### src/verilog/pld_consts.vh
`ifndef PLD_CONSTS_VH
`define PLD_CONSTS_VH

`define PLD_ADDR_W        10
`define PLD_IN0_HI_OFS    10'h153
`define PLD_IN0_LO_OFS    10'h154
`define PLD_IN1_HI_OFS    10'h155
`define PLD_IN1_LO_OFS    10'h156
`define PLD_IN2_HI_OFS    10'h157
`define PLD_IN2_LO_OFS    10'h158
`define PLD_FB_HI_OFS     10'h159
`define PLD_FB_LO_OFS     10'h15a

`define PLD_HI_MSB        5
`define PLD_HI_LSB        0
`define PLD_LO_MSB        7
`define PLD_LO_LSB        0
`define PLD_HI_W          6

`define PLD_IN0_RESET     14'h0078
`define PLD_IN1_RESET     14'h0096
`define PLD_IN2_RESET     14'h0096
`define PLD_FB_RESET      14'h0078

`define PLD_SEL_IN0       2'h0
`define PLD_SEL_IN1       2'h1
`define PLD_SEL_IN2       2'h2

`endif

### src/verilog/pld_loop1_divider_regs.v
`include "pld_consts.vh"

module pld_loop1_divider_regs
#(
  parameter DIV_W = 14
)
(
  input  wire              mclk,
  input  wire              reset_n,
  input  wire [9:0]        regAddr,
  input  wire [7:0]        regWrData,
  input  wire              regWrStb,
  input  wire              regRdStb,
  output reg  [7:0]        regRdData,
  input  wire [1:0]        refInputSel,
  output wire [DIV_W-1:0]  input0RefDivider,
  output wire [DIV_W-1:0]  input1RefDivider,
  output wire [DIV_W-1:0]  input2RefDivider,
  output reg  [DIV_W-1:0]  activeRefDivider,
  output wire [DIV_W-1:0]  loop1FeedbackDivider,
  output reg               activeRefDivValid,
  output reg               loop1FbDivValid
);

  // divider entries: reference inputs 0, 1 and 2, then the feedback divider
  localparam NDIV  = 4;
  localparam RST_W = 14;
  localparam HI_W  = `PLD_HI_W;
  localparam LO_W  = DIV_W - `PLD_HI_W;
  localparam AW    = `PLD_ADDR_W;

  // address of the high byte of each entry
  localparam [NDIV*AW-1:0] HI_OFS =
  {
    `PLD_FB_HI_OFS,
    `PLD_IN2_HI_OFS,
    `PLD_IN1_HI_OFS,
    `PLD_IN0_HI_OFS
  };

  // address of the low byte of each entry
  localparam [NDIV*AW-1:0] LO_OFS =
  {
    `PLD_FB_LO_OFS,
    `PLD_IN2_LO_OFS,
    `PLD_IN1_LO_OFS,
    `PLD_IN0_LO_OFS
  };

  // power-up ratio of each entry
  localparam [NDIV*RST_W-1:0] RST_VAL =
  {
    `PLD_FB_RESET,
    `PLD_IN2_RESET,
    `PLD_IN1_RESET,
    `PLD_IN0_RESET
  };

  // one-hot address decode per entry
  wire [NDIV-1:0]       hiHit;
  wire [NDIV-1:0]       loHit;
  // all four dividers side by side, entry 0 in the low bits
  wire [NDIV*DIV_W-1:0] divBus;
  // read-back byte of each entry, zero when not addressed
  wire [NDIV*8-1:0]     entryRd;
  reg  [7:0]            rdData_nxt;
  reg  [DIV_W-1:0]      activeRef_nxt;
  wire                  activeRefZero;
  wire                  fbZero;
  integer               k;

  genvar                i;

  // one storage entry per divider
  generate
    for (i = 0; i < NDIV; i = i + 1)
    begin : gen_div
      reg  [HI_W-1:0] hi_r;
      reg  [LO_W-1:0] lo_r;
      wire            hiWr;
      wire            loWr;
      wire [7:0]      hiRd;

      assign hiHit[i] = (regAddr == HI_OFS[i*AW +: AW]);
      assign loHit[i] = (regAddr == LO_OFS[i*AW +: AW]);
      assign hiWr     = regWrStb & hiHit[i];
      assign loWr     = regWrStb & loHit[i];
      // reserved high-byte bits are never stored
      assign hiRd     = {{(8-HI_W){1'b0}}, hi_r};

      // byte writes land one at a time; the pair is not staged
      always @(posedge mclk or negedge reset_n)
      begin
        if (!reset_n)
        begin
          hi_r <= RST_VAL[i*RST_W+LO_W +: HI_W];
          lo_r <= RST_VAL[i*RST_W +: LO_W];
        end
        else
        begin
          if (hiWr)
          begin
            hi_r <= regWrData[`PLD_HI_MSB:`PLD_HI_LSB];
          end
          if (loWr)
          begin
            lo_r <= regWrData[`PLD_LO_MSB:`PLD_LO_LSB];
          end
        end
      end

      // the full value is the high field above the low byte
      assign divBus[i*DIV_W +: DIV_W] = {hi_r, lo_r};
      assign entryRd[i*8 +: 8] =
        hiHit[i] ? hiRd :
        loHit[i] ? lo_r : 8'h00;
    end
  endgenerate

  // per-divider outputs straight from the flip-flops
  assign input0RefDivider     = divBus[0*DIV_W +: DIV_W];
  assign input1RefDivider     = divBus[1*DIV_W +: DIV_W];
  assign input2RefDivider     = divBus[2*DIV_W +: DIV_W];
  assign loop1FeedbackDivider = divBus[3*DIV_W +: DIV_W];

  // only one entry decodes any address, so the bytes merge by or
  always @*
  begin
    rdData_nxt = 8'h00;
    for (k = 0; k < NDIV; k = k + 1)
    begin
      rdData_nxt = rdData_nxt | entryRd[k*8 +: 8];
    end
  end

  // select code 3 is not an input; it falls back to input 0
  always @*
  begin
    case (refInputSel)
      `PLD_SEL_IN0:
      begin
        activeRef_nxt = input0RefDivider;
      end
      `PLD_SEL_IN1:
      begin
        activeRef_nxt = input1RefDivider;
      end
      `PLD_SEL_IN2:
      begin
        activeRef_nxt = input2RefDivider;
      end
      default:
      begin
        activeRef_nxt = input0RefDivider;
      end
    endcase
  end

  // zero is a reserved ratio; the flags tell the loop not to use it
  assign activeRefZero = (activeRef_nxt == {DIV_W{1'b0}});
  assign fbZero        = (loop1FeedbackDivider == {DIV_W{1'b0}});

  // read data stands for the one cycle after the strobe, zero otherwise
  always @(posedge mclk or negedge reset_n)
  begin
    if (!reset_n)
    begin
      regRdData <= 8'h00;
    end
    else
    begin
      regRdData <= regRdStb ? rdData_nxt : 8'h00;
    end
  end

  // the selected divider lags the select by one cycle
  always @(posedge mclk or negedge reset_n)
  begin
    if (!reset_n)
    begin
      activeRefDivider <= `PLD_IN0_RESET;
    end
    else
    begin
      activeRefDivider <= activeRef_nxt;
    end
  end

  // flags the selected reference ratio as usable
  always @(posedge mclk or negedge reset_n)
  begin
    if (!reset_n)
    begin
      activeRefDivValid <= 1'b1;
    end
    else
    begin
      activeRefDivValid <= !activeRefZero;
    end
  end

  // flags the feedback ratio as usable
  always @(posedge mclk or negedge reset_n)
  begin
    if (!reset_n)
    begin
      loop1FbDivValid <= 1'b1;
    end
    else
    begin
      loop1FbDivValid <= !fbZero;
    end
  end

endmodule // pld_loop1_divider_regs

### config.mk
export PLATFORM = sky130hd
export DESIGN_NAME = pld_loop1_divider_regs
export DESIGN_NICKNAME = d
export VERILOG_FILES = /design/src/verilog/pld_loop1_divider_regs.v
export VERILOG_INCLUDE_DIRS = /design/src /design/src/verilog
export SDC_FILE = /design/constraint.sdc
export NUM_CORES = 1
export LEC_CHECK = 0
export BUFFER_PORTS_ARGS = -buffer_cell sky130_fd_sc_hd__buf_4
export CORE_ASPECT_RATIO = 0.8
export CORE_UTILIZATION = 47
export DETAILED_ROUTE_END_ITERATION = 6
export GPL_ROUTABILITY_DRIVEN = 0
export PLACE_DENSITY = 0.73
export SYNTH_ARGS = -nofsm -noshare
export SYNTH_HDL_FRONTEND = slang
export SYNTH_SLANG_ARGS = --single-unit
### constraint.sdc
create_clock -name mclk -period 1.75 [get_ports mclk]
set_clock_uncertainty 0.15 [all_clocks]
set_input_delay 0.2625 -clock mclk [delete_from_list [all_inputs] [get_ports mclk]]
set_output_delay 0.2625 -clock mclk [all_outputs]
set_load 0.005 [all_outputs]
After elaboration in Yosys (flattened, before gate mapping)
Index checks and enable logic that the tools add are counted.
W data, S select, Z words.
- register bits after elaboration: 80
- input bits: 24
- bitwise gates (word level): 11
- eq/ne operators: 10
- reduce and logical (&&, ||, !) cells: 4
- muxes and demuxes: 10
- operator list (kind ; number):
    $eq A10 B9 Y1 const B ; 8
    $mux W8 ; 9
    $logic_not A14 Y1 ; 2
    $pmux W14 S2 ; 1
    $or A8 B8 Y8 ; 3
    $and A1 B1 Y1 ; 8
    $eq A2 B1 Y1 const B ; 1
    $eq A2 B2 Y1 const B ; 1
    $logic_not A1 Y1 ; 2

Logic depth before layout (Yosys ltp)
- word-level depth: 7
- gate-level depth with buffers: 8

Least setup slack after synthesis
Ideal clock, no wire load.
- path type: input port to flip-flop
- from: in regAddr[9]
- to: reg gen_div[0].lo_r[0]
- setup slack: -0.387 ns
- buffers on the path: 2
- data required time: 1.475 ns
- arrival: 1.862 ns
- cell stages on the path: 6
- cells stage by stage: nand4bb_1 or4_1 buf_6 or4_4 buf_6 mux2_4
- longest elaborated chain between the ends: 2
- ends and longest elaborated chain (what ; RTL line ; source):
    from (decl) ; pld_loop1_divider_regs.v:10 ; input wire [9:0] regAddr,
    $eq A10 B9 Y1 ; pld_loop1_divider_regs.v:85 ; assign loHit[i] = (regAddr == LO_OFS[i*AW +: AW]);
    $and A1 B1 Y1 ; pld_loop1_divider_regs.v:87 ; assign loWr = regWrStb & loHit[i];
    to (signal assigned) ; pld_loop1_divider_regs.v:97 ; lo_r <= RST_VAL[i*RST_W +: LO_W];
    to (signal assigned) ; pld_loop1_divider_regs.v:107 ; lo_r <= regWrData[`PLD_LO_MSB:`PLD_LO_LSB];
    to (decl) ; pld_loop1_divider_regs.v:79 ; reg [LO_W-1:0] lo_r;
No other way between the ends.
A chain may end at the register's enable or synchronous reset.

Worst setup path in the final report
- from: in regAddr[9]
- to: reg gen_div[0].hi_r[3]
- longest elaborated chain between the ends: 2
- ends and longest elaborated chain (what ; RTL line ; source):
    $eq A10 B9 Y1 ; pld_loop1_divider_regs.v:84 ; assign hiHit[i] = (regAddr == HI_OFS[i*AW +: AW]);
    $and A1 B1 Y1 ; pld_loop1_divider_regs.v:86 ; assign hiWr = regWrStb & hiHit[i];
    to (signal assigned) ; pld_loop1_divider_regs.v:96 ; hi_r <= RST_VAL[i*RST_W+LO_W +: HI_W];
    to (signal assigned) ; pld_loop1_divider_regs.v:103 ; hi_r <= regWrData[`PLD_HI_MSB:`PLD_HI_LSB];
    to (decl) ; pld_loop1_divider_regs.v:78 ; reg [HI_W-1:0] hi_r;
No other way between the ends.

==> summary.txt <==
Logic synthesis
  • Leading area contributor after synthesis: dfrtp_1
  • Flops & latches, synth: 80
  • Synth unique cells: 39
  • Sequential area share after synthesis: a little over half
  • Avg Cell Area, Syn: 12.7 um^2
  • Ys flop type: dfrtp_1
  • Top-count cell post-synth: dfrtp_1
  • Post-Synthesis Cells: 298
  • EDFF count, synth: 0
  • Synthesis Warnings: 0
  • Synth async-reset ratio: 100%
  • Total nets after synthesis: 324
  • Leading post-synthesis cells by cell area: dfrtp_1, dfstp_2, mux2_2
  • Commonest cells post-synth: dfrtp_1, mux2_2, dfstp_2
  • Top-area cell type share of the netlist area: around two fifths
  • Post-Syn Area: about 0.0038 mm^2

Finish
  • Number of inserted diodes: 0
  • Fin util: between 70 and 80%
  • Fraction of layout cells with a size suffix above 1: between 50% and 60%
  • Fillers: between 500 and 600
  • FF+latch area: 0.00203 mm^2
  • Finished Layout Cells: about 560
  • Area of the multi-input gates: 0.00175 mm^2
  • Design area: around 0.0054 mm^2
  • Area growth, synth to finish: 41.4%
  • Nets@finish: approximately 470

Worst setup path
  • R2R depth: 5
  • Critical Path Start: regAddr[9]
  • CP max FO: 4
  • Crit end category: flop
  • Most used cell, CP: buf_6
  • Cell Chain, Critical Path: buf_6 -> nand4bb_1 -> or4_4 -> buf_6 -> nor4b_4 -> buf_4 -> mux2_4
  • Crit path to: gen_div[0].hi_r[3]$_DFFE_PN0P_
  • Crit-path slowest cell: or4_4
  • Startpoint type of the worst setup path: primary input
  • WP depth: 7
  • CP bufs+invs: 3
  • Crit path kind: primary input to flop
  • Reg2Reg Capture Point: activeRefDivValid$_DFF_PN1_
  • Worst flop-to-flop path startpoint: gen_div[2].hi_r[3]$_DFFE_PN0P_
  • Crit-path leading delay family: simple AND/OR/NAND/NOR gates
  • Delay of the slowest critical-path stage: about 0.48 ns
  • Worst Path Arrival: between 1.5 and 2 ns
  • CP Data Required Time: between 1.5 and 2 ns
  • FF-to-FF setup slack: 0.21 ns

Detailed routing
  • Wire per inst: around 19 um
  • DRC errors left: 0
  • Final WL: just over 10 mm
  • Vias per cell: 5.62
  • Final ANT Viol Nets: 0
  • Via count: around 3100
  • Detailed router's first-iteration violation count: about 140
  • Pre-antenna DRT Iters: 4

CTS
  • CTS clk-pin slew, worst paths: 0.08 ns
  • Root buf cell: clkbuf_8
  • Worst-Skew Late Latency: approximately 0.36 ns
  • Clock Path Buffers: 2
  • CTS Sinks: 80
  • CTS buffer count: 9
  • Htree depth: 3
  • CTS tree: built

STA
  • Peak Freq: around 540 MHz
  • Setup ws final: -0.104 ns
  • Setup violations, final: 27
  • Tcrit/Tclk final: 106%
  • RSZ-0062 raised after global routing: true
  • Endpoints failing hold: 0
  • Worst-Margin Slew: between 0.4 and 0.5 ns
  • Relative slew slack: 66.0%
  • Slew Limit Fails: 0
  • Period minus WS final: between 1.5 and 2 ns

Pwr
  • Combinational share of power: under 10%
  • Switching Fraction: a little under a quarter
  • Psw: approximately 0.89 mW
  • Worst vdd ir: approximately 450 uV
  • Int Power: 2.91 mW
  • Reg power frac: 50.5%
  • Pwr/cell area: just over 700 mW/mm^2
  • Clock share of power: about two fifths
  • Pleak: between 2 and 3 nW

GRT
  • First-pass GRT wire length: roughly 16 mm
  • Largest net degree at the start of global routing: 81
  • Total gr overflow: 0
  • Vias in the first global route: 2986
  • Initial antenna violation count: 0
  • Overall routing resource usage: between 20% and 30%

Place
  • I/O Buffers: approximately 100
  • Placed cell areas: 0.00504 mm^2
  • Placed Instances: 540
  • Pre-CTS setup slack: -0.536 ns
  • Post-DP HPWL: roughly 7.6 mm

Floorplan
  • Core Box Area: roughly 0.0076 mm^2
  • Die X: between 100 and 150 um
  • # rows: 28
  • Initial Utilization: 49.8%
  • Die Area: around 0.0084 mm^2
  • Vert. Die Dim: about 82 um
  • IO Count: between 100 and 150

Status
  • Status: complete, but fails checks
  • Failing checks: setup timing

Min path
  • Hold Crit Class: primary input to flop

Flow run
  • Max-Cap Viols: 0
==> worst min path at each step <==
stage	start	end	cells past startpoint
5_1_grt	regWrData[7]	gen_div[0].lo_r[7]$_DFFE_PN0P_	2
3_5_place_dp	reset_n	activeRefDivider[11]$_DFF_PN0_	2
3_3_place_gp	reset_n	activeRefDivider[0]$_DFF_PN0_	2
2_1_floorplan	reset_n	activeRefDivider[0]$_DFF_PN0_	0
4_1_cts	regWrData[6]	gen_div[0].lo_r[6]$_DFFE_PN1P_	2
6_report	regWrData[6]	gen_div[1].lo_r[6]$_DFFE_PN0P_	2
==> worst register-to-register path, stage by stage, from the launching register on <==
cell     delay, ns
dfrtp_1       0.44
a22oi_1       0.20
o21ai_0       0.17
nor4_1        0.26
buf_4         0.16
nand4_1       0.09
==> area by class of cell <==
type	count	area share (%)
Sequential cell	80	37.9
Multi-Input combinational cell	197	32.7
Timing Repair Buffer	155	22.5
Clock buffer	11	2.64
Tap cell	105	2.45
Clock inverter	5	1.52
Inverter	4	0.280
==> sequential cells by signal, indices dropped and copies added (netlist names) <==
signal / cells
gen_div.lo_r: 32
gen_div.hi_r: 24
loop1FbDivValid: 1
activeRefDivValid: 1
regRdData: 8
activeRefDivider: 14
==> placed cells by master (no fill, tap or decap), types with 2 or more instances in the layout <==
| master | n |
|---|---|
| or4_4 | 2 |
| inv_1 | 4 |
| o21ai_0 | 19 |
| a22oi_1 | 17 |
| a21oi_1 | 6 |
| nor3_1 | 2 |
| mux2i_1 | 12 |
| ha_1 | 2 |
| dfrtp_1 | 58 |
| nor4_1 | 6 |
| nor2_1 | 2 |
| dfstp_2 | 22 |
| nor3_2 | 3 |
| nand3b_1 | 2 |
| nor2b_1 | 5 |
| nand2b_1 | 6 |
| nand4_1 | 4 |
| nor3b_1 | 4 |
| bufinv_16 | 2 |
| o2bb2ai_1 | 4 |
| o22a_1 | 3 |
| and3_1 | 5 |
| mux2_4 | 28 |
| a2bb2oi_1 | 9 |
| mux2_2 | 29 |
| clkbuf_8 | 10 |
| buf_6 | 7 |
| buf_4 | 146 |
| nand2_1 | 17 |
==> per-layer routing <==
layer	track usage (%)	wire (um)	part of all wire (%)
met1	34.6	4760	46
met2	42.3	4870	47
met3	4.55	561	5.4
met4	9.86	211	2.0
met5	0	0	0
==> stage by stage <==
| step | hold WS [ns] | power (mW) | setup TNS (ns) |
|---|---|---|---|
| after floorplan | -0.183 | 2.08 | -15.65 |
| after global placement | 0.166 | 2.31 | -24.60 |
| after detailed placement | 0.169 | 2.31 | -25.20 |
| after CTS | 0.00488 | 3.83 | -1.13 |
| after global routing | 0.0140 | 3.92 | -2.67 |
| final | 0.0160 | 3.80 | -1.35 |
==> logic make-up after synthesis <==
family	synth area share (%)
muxes	20.9
adders and majority gates	0.661
AOI/OAI and AO/OA	11.3
buffers and inverters	2.51
and+or+nand+nor	11.1
DFF	53.6
==> power by group through the flow <==
stage | Clock (mW) | Combinational [mW] | Sequential (mW)
after floorplan | 0 | 0.134 | 1.95
after global placement | 0 | 0.354 | 1.95
after detailed placement | 0 | 0.362 | 1.95
after CTS | 1.54 | 0.369 | 1.92
after global routing | 1.60 | 0.401 | 1.92
final | 1.51 | 0.370 | 1.92
==> what timing repair did <==
item | CTS | global route
hold buffers | 1 | 0
buffers inserted | 0 | 0
gates resized for setup | 11 | 9
endpoints found under the setup margin | 45 | 38
cloned | 0 | 0
endpoints found under the hold margin | 58 | 0
pin swaps | 1 | 1
Note: power is estimated with default switching activity, not from simulation.
